<file path="src/rtl/pm_reset_pkg.sv">
// Package for the port multiplier reset and soft-reset responder
package pm_reset_pkg;

  // Register map, word addresses as byte offsets
  localparam logic [3:0] ADDR_CTRL      = 4'h0;
  localparam logic [3:0] ADDR_STATUS    = 4'h4;
  localparam logic [3:0] ADDR_PORT_EN   = 4'h8;
  localparam logic [3:0] ADDR_EVENTS    = 4'hC;

  // Field positions
  localparam int CTRL_DEV_RESET_BIT     = 0;
  localparam int CTRL_SIG_ACK_BIT       = 1;
  localparam int DEVCTL_SOFT_RESET_BIT  = 2;

  // Reset values
  localparam logic [7:0] PORT_EN_RESET  = 8'h00;
  localparam logic [7:0] EVENTS_RESET   = 8'h00;

  // Reset sequence length in clock cycles
  localparam int RESET_SEQ_CYCLES       = 16;
  localparam logic [4:0] RESET_SEQ_LAST = 5'h0F;

  // Signature field values
  localparam logic [7:0] SIG_ERROR      = 8'h00;
  localparam logic [7:0] SIG_COUNT_LO   = 8'h01;
  localparam logic [7:0] SIG_COUNT_HI   = 8'h00;
  localparam logic [7:0] SIG_LBA0       = 8'h01;
  localparam logic [7:0] SIG_LBA1       = 8'h00;
  localparam logic [7:0] SIG_LBA2       = 8'h69;
  localparam logic [7:0] SIG_LBA3       = 8'h00;
  localparam logic [7:0] SIG_LBA4       = 8'h96;
  localparam logic [7:0] SIG_LBA5       = 8'h00;
  localparam logic [7:0] SIG_DEVICE     = 8'h00;
  // Busy 0, ready 1, fault 0, bit4 0, data request 0, bits 2..1 0, error 0
  localparam logic [7:0] SIG_STATUS     = 8'h40;

  typedef enum logic [3:0] {
    ST_NO_COMM   = 4'b0001,
    ST_HOTPLUG   = 4'b0010,
    ST_SOFT_WAIT = 4'b0100,
    ST_SIG_SEND  = 4'b1000
  } pm_state_t;

  // Register Host to Device FIS as seen on the control port
  typedef struct packed {
    logic       valid;
    logic       is_command;
    logic [7:0] command;
    logic [7:0] device_control;
  } h2d_fis_t;

  // Register Device to Host FIS fields
  typedef struct packed {
    logic [7:0] status;
    logic [7:0] error;
    logic [7:0] device;
    logic [7:0] lba5;
    logic [7:0] lba4;
    logic [7:0] lba3;
    logic [7:0] lba2;
    logic [7:0] lba1;
    logic [7:0] lba0;
    logic [7:0] count_hi;
    logic [7:0] count_lo;
  } d2h_fis_t;

  localparam logic [7:0] CMD_DEVICE_RESET = 8'h08;

endpackage

</file>
<file path="src/rtl/pin_sync.sv">
// Three flop synchroniser with agreement filter for pin inputs
`timescale 1ns/1ps
module pin_sync (
  input  wire logic clk,
  input  wire logic rst,
  input  wire logic pin,
  output logic      level
);
  typedef struct packed {
    logic s1;
    logic s2;
    logic s3;
    logic lvl;
  } sync_state_t;

  sync_state_t q;
  sync_state_t d;

  // Level follows only when the second and third stage agree
  always_comb begin
    d     = q;
    d.s1  = pin;
    d.s2  = q.s1;
    d.s3  = q.s2;
    if (q.s2 == q.s3) begin
      d.lvl = q.s3;
    end
  end

  always_ff @(posedge clk) begin
    if (rst) begin
      q <= '0;
    end else begin
      q <= d;
    end
  end

  assign level = q.lvl;
endmodule

</file>
<file path="src/rtl/sig_fis_rom.sv">
// Registered source of the signature register FIS
`timescale 1ns/1ps
module sig_fis_rom (
  input  wire logic                  clk,
  input  wire logic                  rst,
  output pm_reset_pkg::d2h_fis_t     fis
);
  pm_reset_pkg::d2h_fis_t q;
  pm_reset_pkg::d2h_fis_t d;

  // Constant fields, registered so the data output is a flop
  always_comb begin
    d          = q;
    d.status   = pm_reset_pkg::SIG_STATUS;   // RQ11
    d.error    = pm_reset_pkg::SIG_ERROR;    // RQ10
    d.device   = pm_reset_pkg::SIG_DEVICE;
    d.lba5     = pm_reset_pkg::SIG_LBA5;
    d.lba4     = pm_reset_pkg::SIG_LBA4;
    d.lba3     = pm_reset_pkg::SIG_LBA3;
    d.lba2     = pm_reset_pkg::SIG_LBA2;
    d.lba1     = pm_reset_pkg::SIG_LBA1;
    d.lba0     = pm_reset_pkg::SIG_LBA0;
    d.count_hi = pm_reset_pkg::SIG_COUNT_HI;
    d.count_lo = pm_reset_pkg::SIG_COUNT_LO;
  end

  always_ff @(posedge clk) begin
    if (rst) begin
      q <= '0;
    end else begin
      q <= d;
    end
  end

  assign fis = q;
endmodule

</file>
<file path="src/rtl/pm_reset_ctrl.sv">
// Port multiplier reset, power-up and control-port soft-reset handling
//
// Contract
// RQ1: Power-up enters no-comm state, then proceeds to hot-plug handling.
// RQ2: Entering no-comm clears all internal state and resets hardware.
// RQ3: Entering no-comm loads register reset values; all device ports disabled. On COMRESET the events register loads its reset value with bit 0 set.
// RQ4: COMRESET before first COMINIT abandons power-up, does COMRESET actions.
// RQ5: Any host COMRESET enters no-comm, clears state, disables device ports.
// RQ6: Soft reset or DEVICE RESET never resets the device.
// RQ7: Host resets the port multiplier only with COMRESET.
// RQ8: Host soft reset is two FISes: soft-reset bit set, then cleared.
// RQ9: After set FIS, wait for cleared FIS, then send signature FIS.
// RQ10: Signature carries fixed error, count and LBA bytes.
// RQ11: Signature status: only device ready set, other named flags clear.
// RQ12: Soft reset causes no reset action, only the signature FIS.
// RQ13: DEVICE RESET to control port is an unsupported command.
// RQ14: Repeated set FISes keep waiting; exactly one signature after clear.
//
// The register addresses and the Avalon-MM interface to the registers were left to the implementer.
`timescale 1ns/1ps
module pm_reset_ctrl (
  input  wire logic                   clk,
  input  wire logic                   rst,
  // Host link events
  input  wire logic                   comreset_pin,
  output logic                        cominit_req,
  input  wire logic                   cominit_sent,
  input  wire pm_reset_pkg::h2d_fis_t h2d_fis,
  output logic                        sig_fis_valid,
  input  wire logic                   sig_fis_ready,
  output pm_reset_pkg::d2h_fis_t      sig_fis,
  output logic                        cmd_abort,
  output logic                        hw_reset,
  output logic [7:0]                  port_enable,
  output logic                        in_no_comm,
  // Avalon-MM slave
  input  wire logic [3:0]             avs_address,
  input  wire logic                   avs_read,
  input  wire logic                   avs_write,
  input  wire logic [31:0]            avs_writedata,
  output logic [31:0]                 avs_readdata,
  output logic                        avs_waitrequest
);

  typedef struct packed {
    pm_reset_pkg::pm_state_t state;
    logic [4:0]              seq_cnt;
    logic                    cominit_done;
    logic                    sig_valid;
    logic                    abort;
    logic [7:0]              port_en;
    logic [7:0]              events;
    logic                    bus_ack;
    logic [31:0]             rdata;
    logic                    comreset_prev;
  } ctrl_state_t;

  ctrl_state_t q;
  ctrl_state_t d;

  logic                   comreset_lvl;
  logic                   comreset_rise;
  logic                   soft_set_fis;
  logic                   soft_clr_fis;
  logic                   dev_reset_cmd;
  pm_reset_pkg::d2h_fis_t rom_fis;

  // COMRESET arrives from the link's out-of-band detector, so it is a pin
  pin_sync u_comreset_sync (
    .clk   (clk),
    .rst   (rst),
    .pin   (comreset_pin),
    .level (comreset_lvl)
  );

  sig_fis_rom u_sig_rom (
    .clk (clk),
    .rst (rst),
    .fis (rom_fis)
  );

  assign comreset_rise = comreset_lvl && !q.comreset_prev;
  // Control FISes carry the soft reset bit in device control
  assign soft_set_fis  = h2d_fis.valid && !h2d_fis.is_command
                         && h2d_fis.device_control[pm_reset_pkg::DEVCTL_SOFT_RESET_BIT];
  assign soft_clr_fis  = h2d_fis.valid && !h2d_fis.is_command
                         && !h2d_fis.device_control[pm_reset_pkg::DEVCTL_SOFT_RESET_BIT];
  assign dev_reset_cmd = h2d_fis.valid && h2d_fis.is_command
                         && (h2d_fis.command == pm_reset_pkg::CMD_DEVICE_RESET);

  // Next-state logic for the sequencer and the register file
  always_comb begin
    d               = q;
    d.comreset_prev = comreset_lvl;
    d.abort         = 1'b0;
    d.bus_ack       = 1'b0;

    case (q.state)
      pm_reset_pkg::ST_NO_COMM: begin
        // Hold hardware in reset while the clearing sequence runs
        d.port_en   = pm_reset_pkg::PORT_EN_RESET;       // RQ3
        d.sig_valid = 1'b0;                              // RQ2
        if (q.seq_cnt == pm_reset_pkg::RESET_SEQ_LAST) begin
          d.state   = pm_reset_pkg::ST_HOTPLUG;          // RQ1
        end else begin
          d.seq_cnt = q.seq_cnt + 5'h01;
        end
      end
      pm_reset_pkg::ST_HOTPLUG: begin
        if (soft_set_fis) begin
          d.state = pm_reset_pkg::ST_SOFT_WAIT;          // RQ9
        end
      end
      pm_reset_pkg::ST_SOFT_WAIT: begin
        // Further set FISes simply keep us here
        if (soft_clr_fis) begin
          d.state     = pm_reset_pkg::ST_SIG_SEND;       // RQ14
          d.sig_valid = 1'b1;                            // RQ9
        end
      end
      pm_reset_pkg::ST_SIG_SEND: begin
        // One signature only; set FISes are ignored until it is taken
        if (sig_fis_ready) begin
          d.sig_valid = 1'b0;                            // RQ14
          d.state     = pm_reset_pkg::ST_HOTPLUG;
          d.events[1] = 1'b1;
        end
      end
      default: begin
        d.state = pm_reset_pkg::ST_NO_COMM;
      end
    endcase

    // COMINIT tracking: the power-up sequence ends with the first COMINIT
    if (cominit_sent) begin
      d.cominit_done = 1'b1;
    end

    // Device reset command is refused, never acted on as a reset
    if (dev_reset_cmd) begin
      d.abort     = 1'b1;                                // RQ13 RQ6
      d.events[2] = 1'b1;
    end

    // Register bus: one wait cycle, answer on the second
    if ((avs_read || avs_write) && !q.bus_ack) begin
      d.bus_ack = 1'b1;
      d.rdata   = 32'h0000_0000;
      if (avs_address == pm_reset_pkg::ADDR_CTRL) begin
        d.rdata = 32'h0000_0000;
      end else if (avs_address == pm_reset_pkg::ADDR_STATUS) begin
        d.rdata = {22'h0, q.cominit_done, q.sig_valid, 4'(q.state), q.seq_cnt[3:0]};
      end else if (avs_address == pm_reset_pkg::ADDR_PORT_EN) begin
        d.rdata = {24'h000000, q.port_en};
      end else if (avs_address == pm_reset_pkg::ADDR_EVENTS) begin
        d.rdata = {24'h000000, q.events};
      end
    end

    // Writes land only in the accepting cycle, while waitrequest is low
    if (avs_write && q.bus_ack) begin
      if (avs_address == pm_reset_pkg::ADDR_PORT_EN && q.state != pm_reset_pkg::ST_NO_COMM) begin
        d.port_en = avs_writedata[7:0];
      end else if (avs_address == pm_reset_pkg::ADDR_EVENTS) begin
        // Write one to clear; a same-cycle hardware set still wins below
        d.events = q.events & ~avs_writedata[7:0];
      end
    end

    // Hardware sets of event flags win over a software clear
    if (q.state == pm_reset_pkg::ST_SIG_SEND && sig_fis_ready) begin
      d.events[1] = 1'b1;
    end
    if (dev_reset_cmd) begin
      d.events[2] = 1'b1;
    end

    // COMRESET overrides the sequencer, port, COMINIT and event updates, including an unfinished power-up
    if (comreset_rise) begin
      d.state     = pm_reset_pkg::ST_NO_COMM;            // RQ5 RQ4
      d.seq_cnt   = 5'h00;                               // RQ2
      d.sig_valid = 1'b0;                                // RQ2
      d.port_en   = pm_reset_pkg::PORT_EN_RESET;         // RQ3
      d.cominit_done = 1'b0;
      d.events    = pm_reset_pkg::EVENTS_RESET | 8'h01;
    end
  end

  // State register; power-up reset lands in the no-comm state
  always_ff @(posedge clk) begin
    if (rst) begin
      q               <= '0;
      q.state         <= pm_reset_pkg::ST_NO_COMM;       // RQ1
      q.port_en       <= pm_reset_pkg::PORT_EN_RESET;    // RQ3
      q.events        <= pm_reset_pkg::EVENTS_RESET;
    end else begin
      q <= d;
    end
  end

  // Outputs
  assign hw_reset        = (q.state == pm_reset_pkg::ST_NO_COMM);   // RQ2
  assign in_no_comm      = (q.state == pm_reset_pkg::ST_NO_COMM);
  assign cominit_req     = (q.state == pm_reset_pkg::ST_HOTPLUG) && !q.cominit_done;
  assign sig_fis_valid   = q.sig_valid;
  assign sig_fis         = rom_fis;                                  // RQ10 RQ11 RQ12
  assign cmd_abort       = q.abort;
  assign port_enable     = q.port_en;
  assign avs_readdata    = q.rdata;
  assign avs_waitrequest = (avs_read || avs_write) && !q.bus_ack;

endmodule

</file>
<file path="config.mk">
export PLATFORM = sky130hd
export DESIGN_NAME = pm_reset_ctrl
export DESIGN_NICKNAME = d
export VERILOG_FILES = /design/src/rtl/pm_reset_pkg.sv /design/src/rtl/pin_sync.sv /design/src/rtl/sig_fis_rom.sv /design/src/rtl/pm_reset_ctrl.sv
export SDC_FILE = /design/constraint.sdc
export NUM_CORES = 1
export LEC_CHECK = 0
export BUFFER_PORTS_ARGS = -buffer_cell sky130_fd_sc_hd__buf_2
export CORE_MARGIN = 2
export CORE_UTILIZATION = 43
export CTS_CLUSTER_SIZE = 25
export DETAILED_ROUTE_END_ITERATION = 10
export GPL_TIMING_DRIVEN = 0
export MAX_ROUTING_LAYER = met4
export PLACE_DENSITY_LB_ADDON = 0.3
export RECOVER_POWER = 25
export SYNTH_ARGS = -nofsm -noshare
export SYNTH_HDL_FRONTEND = slang
export SYNTH_SLANG_ARGS = --single-unit
</file>
<file path="constraint.sdc">
create_clock -name clk -period 2.4 [get_ports clk]
set_input_delay 0.12 -clock clk [delete_from_list [all_inputs] [get_ports clk]]
set_output_delay 0.12 -clock clk [all_outputs]
set_load 0.005 [all_outputs]
</file>
======== Yosys cells after proc, flatten, opt, wreduce, memory -nomap -nowiden ========
Index checks and enable logic that the tools add are counted.
storage, ports and cells
  output and inout port bits .............. 134
  input bits .............................. 61
  bits in registers ....................... 153
cells by class
  reduce and logical (&&, ||, !) cells .... 27
  $add $sub $neg .......................... 1
  multiplexer cells ....................... 26
  equality and inequality tests ........... 16
  bitwise logic cells ..................... 4
operator list
  cell                 count
  $mux 87              1
  $mux 8               6
  $mux 33              1
  $mux 10              2
  $mux 16              1
  $mux 4               4
  $pmux 4 s4           1
  $eq 4x4->1 const B   3
  $logic_and 1x1->1    11
  $mux 1               9
  $reduce_and 3->1     3
  $and 8x8->8          1
  $eq 4x3->1 const B   2
  $eq 8x4->1 const B   1
  $ne 2x2->1 const B   4
  $not 8->8            1
  $add 5x1->5 const B  1
  $eq 5x4->1 const B   1
  $logic_not 1->1      5
  $eq 4x1->1 const B   1
  $eq 4x2->1 const B   1
  $logic_not 4->1      1
  $ne 4x1->1 const B   1
  $reduce_and 4->1     1
  other kinds (9)      11

======== Logic depth before layout (Yosys ltp) ========
  depth after elaboration ................. 7
  mapped depth ............................ 7
  gate-level depth less buffers ........... 6

======== Hierarchy ========
A second synthesis with hierarchy kept.
unflattened totals
  cell total of the unflattened synthesis .. 344
  area, all modules ....................... 2909.0 µm²
by module, submodules not included
  module         cells an instance  area an instance (µm²)  seq. area each (µm²)  instances
  pm_reset_ctrl  244                2115.8                  800.8                 1
  sig_fis_rom    90                 680.7                   20.0                  1
  pin_sync       10                 112.6                   80.1                  1

======== Least setup slack after synthesis ========
OpenSTA, ideal clock, no wires.
  path type ............................... reg2reg
  start point ............................. reg q[59] in the netlist's numbering
  end point ............................... reg q[56] in the netlist's numbering
  cell stages (with the launch flop) ...... 6
  path buffers ............................ 2
  period minus slack after synthesis ...... 1.710 ns
  slack ................................... 0.690 ns
  library setup time ...................... 0.070 ns
  arrival ................................. 1.640 ns
  cells stage by stage .................... dfxtp_1 buf_2 or4b_1 buf_2 or4_1 a21oi_1
on the way
  longest elaborated chain between the ends .. 2
ends and longest elaborated chain
  what                               RTL line             source
  start: declaration                 pm_reset_ctrl.sv:58  ctrl_state_t q;
  $eq 4x1->1                         pm_reset_ctrl.sv:98  case (q.state)
  $reduce_and 2->1 (no source line)  --
Every way passes these cells.
A chain may end at the register's enable or synchronous reset.

======== Worst setup path in the final report ========
  start point ............................. reg q[60] in the netlist's numbering
  end point ............................... reg q[55] in the netlist's numbering
Same word-level chain as after synthesis.

==> summary.md <==
| Metric | Value |
|---|---|
| Power share of the sequential group | `46.5%` |
| Worst-Margin Slew | `0.745 ns` |
| Antenna Cells | `0` |
| Delay-heaviest family, CP | `buffers and inverters` |
| Initial DRC Count | `167` |
| H-tree Lvls | `2` |
| Comb pwr share | `17.6%` |
| Skew final | `0.0133 ns` |
| Critical Path Stages | `6` |
| CTS Hold Bufs | `0` |
| CTS sink cnt | `45` |
| Count of flip-flops with a built-in enable after synthesis | `0` |
| First-pass GRT wire length | `10000 um` |
| Die area | `0.00752 mm2` |
| Worst path most repeated cell | `clkbuf_1` |
| # Max-Cap Violations | `0` |
| Worst-path clk slew | `0.09 ns` |
| DP HPWL | `5050 um` |
| R2R cell count | `6` |
| Final hold violation count | `0` |
| Row count | `30` |
| Crit path cell chain | `clkbuf_1, or4b_1, buf_2, clkbuf_1, o31ai_1, a21oi_1` |
| P_int | `1260 uW` |
| Yosys warns | `0` |
| Startpoint types | `flop` |
| Die Wd | `86.7 um` |
| Syn_area_per_cell | `8.51 um2` |
| Critical Path Slowest Stage Cell | `or4b_1` |
| Synthesized area | `0.00294 mm2` |
| Crit-path max FO | `10` |
| Clock network fraction of design power | `35.9%` |
| Final setup viols | `0` |
| Maximum vdd ir drop | `0.000254 V` |
| Run status | `complete, no violations` |
| Share of Yosys cell area claimed by the top area cell type | `32.6%` |
| Sequential Area | `901 um2` |
| PD cells | `431 mW/mm2` |
| Area delta synth->final | `30.6%` |
| Buf/Inv on CP | `3` |
| Residual DRC count | `0` |
| Endpoint arrival time on the critical path | `2.06 ns` |
| Drt via density | `4.21` |
| Share of cells above drive strength 1 | `39.1%` |
| Max-slew violation count | `0` |
| Clk buf depth | `2` |
| Port bufs | `64` |
| Clock Latency Late Sink | `0.30 ns` |
| Die height | `86.7 um` |
| Synthesis-stage register bit count | `45` |
| HP Start | `avs_writedata[6]` |
| Largest stage delay, worst path | `0.49 ns` |
| Largest net degree at the start of global routing | `14` |
| I/O pin count | `195` |
| Net count, final | `578` |
| CTS Root Cell | `clkbuf_8` |
| Asr flop ratio synth | `0%` |
| Post-CTS Setup Inserts | `0` |
| CP startpoint | `q[60]` |
| Type of the worst setup path | `flop to flop` |
| Switching fraction of total power | `23.8%` |
| Tmin final | `1.90 ns` |
| Reg2reg end | `q[55]` |
| Fin crit share | `79.0%` |
| Post-route ant nets | `0` |
| Fillers | `632` |
| Setup TNS Final | `0 ns` |
| Ys flop type | `dfxtp_1` |
| Count leader, synth | `buf_4` |
| Register area share after synthesis | `30.6%` |
| GPL Wtd Cong | `0.874` |
| Via count | `2507` |
| Starting density of the core | `43.8%` |
| Multi-input gate area | `0.00135 mm2` |
| Post-CTS resize count | `0` |
| Leak | `0.00202 uW` |
| Worst EP required | `2.56 ns` |
| Fmax | `528 MHz` |
| HP Class | `input pin to flop` |
| Post-synth top area cell | `buf_4` |
| Sw Pwr | `393 uW` |
| CP Capture Type | `flop` |
| Synth cell types | `46` |
| Fin area | `0.00384 mm2` |
| DR pass1 iterations | `4` |
| Hold endpoint | `q[40]` |
| All-layer global routing usage | `17.2%` |
| Commonest cells in the netlist | `buf_4, dfxtp_1, a21oi_1` |
| Core Region | `0.00672 mm2` |
| Avg WL per Cell | `10.8 um` |
| Num CTS Buffers | `5` |
| Dominant cells by area after synthesis | `buf_4, dfxtp_1, nand4_1` |
| Initial antenna violation count | `0` |
| Grt ovf | `0` |
| CTS tree | `done` |
| DP Area | `0.00373 mm2` |
| Post-Synthesis Cells | `346` |
| Vias in the first global route | `2179` |
| Reg-to-reg startpoint | `q[60]` |
| Reg2reg setup slack | `0.50 ns` |
| Hold path depth | `2` |
| Unrepaired setup endpoints after global routing | `no` |
| Drt total wl | `6420 um` |
| Slew margin rel. | `50.3%` |
[worst max path at each step]
stage,endpoint,slack (ns)
6_report,q[55],0.50
3_3_place_gp,q[55],0.55
2_1_floorplan,q[56],0.69
4_1_cts,in_no_comm,0.51
3_5_place_dp,q[59],0.53
5_1_grt,q[59],0.35
[per-stage QoR]
stage	worst slack, ns	total power, uW	std cells	hold WS (ns)	utilization [%]
after floorplan	0.690	1010	444	0.208	-
after global placement	0.548	1070	588	0.318	55.5
after detailed placement	0.532	1070	588	0.322	55.5
after CTS	0.507	1650	596	0.00416	57.3
after global routing	0.353	1720	596	0.00954	57.2
final	0.505	1660	596	0.00348	57.2
[logic make-up (layout without fill, tap and decap cells)]
logic type | after synthesis | after routing | synth area share (%)
AO/OA/AOI/OAI | 57 | 57 | 13.2
multiplexers | 8 | 8 | 2.72
buffers and inverters | 152 | 224 | 36.1
adder cells (fa/ha/maj) | 2 | 2 | 0.850
XOR/XNOR | 1 | 1 | 0.298
flip-flops | 45 | 45 | 30.6
AND/OR/NAND/NOR | 80 | 80 | 16.1
other | 1 | 99 | 0.127
[state kept, by name (all words and copies together), names as in the netlist]
signal,count
u_comreset_sync.d,2
cmd_abort,1
u_comreset_sync.level,1
q,20
sig_fis_valid,1
u_comreset_sync.q,1
u_sig_rom.fis,1
port_enable,8
avs_readdata,10
[power by group through the flow]
stage	registers, uW	logic, uW	clock network [uW]
2_1_floorplan	784	224	0
3_3_place_gp	787	281	0
3_5_place_dp	788	284	0
4_1_cts	770	284	596
5_1_grt	772	324	626
6_report	770	291	595
[cell type report]
type,instances,share of cell area (%)
multi-input cells,247,35.1
plain buffers,146,27.0
flip-flops and latches,45,23.4
repair buffers,64,8.23
well taps,80,2.60
clock buffers,7,2.25
clock inverters,1,0.781
inverters,6,0.586
[placed cells by master (no fill, tap or decap), types with 2 or more instances in the layout]
master / netlist / final
o22ai_1: 2 / 2
or4_1: 2 / 2
conb_1: 1 / 99
and3_1: 2 / 2
o221ai_1: 7 / 7
dfxtp_1: 45 / 45
nand4b_1: 2 / 2
o2bb2ai_1: 7 / 7
nor4b_1: 2 / 2
inv_1: 5 / 5
nand4_1: 16 / 16
nor2_1: 11 / 11
buf_2: 3 / 64
a31oi_1: 2 / 2
mux2i_1: 8 / 8
nand3b_1: 4 / 4
ha_1: 2 / 2
clkbuf_4: 0 / 10
or3_1: 2 / 2
o21ai_0: 5 / 5
a21o_1: 8 / 8
o31ai_1: 3 / 3
nor2b_1: 5 / 5
clkbuf_8: 0 / 6
nand3_1: 11 / 11
nand2_1: 8 / 8
a21oi_1: 17 / 17
buf_4: 128 / 118
clkbuf_1: 12 / 16
nor4_1: 2 / 2
buf_1: 2 / 2
nand2b_1: 5 / 5
nor3b_1: 2 / 2
[routing by layer]
| metal | global-route usage [%] | routed length (um) | vias to the layer above |
|---|---|---|---|
| met5 | - | 0 | - |
| met4 | 5.82 | 65 | 0 |
| met3 | 3.81 | 469 | 8 |
| met2 | 28.5 | 3060 | 101 |
| met1 | 20.6 | 2830 | 1086 |
| li1 | - | - | 1312 |
No activity file was read; power rests on OpenSTA's default activity.
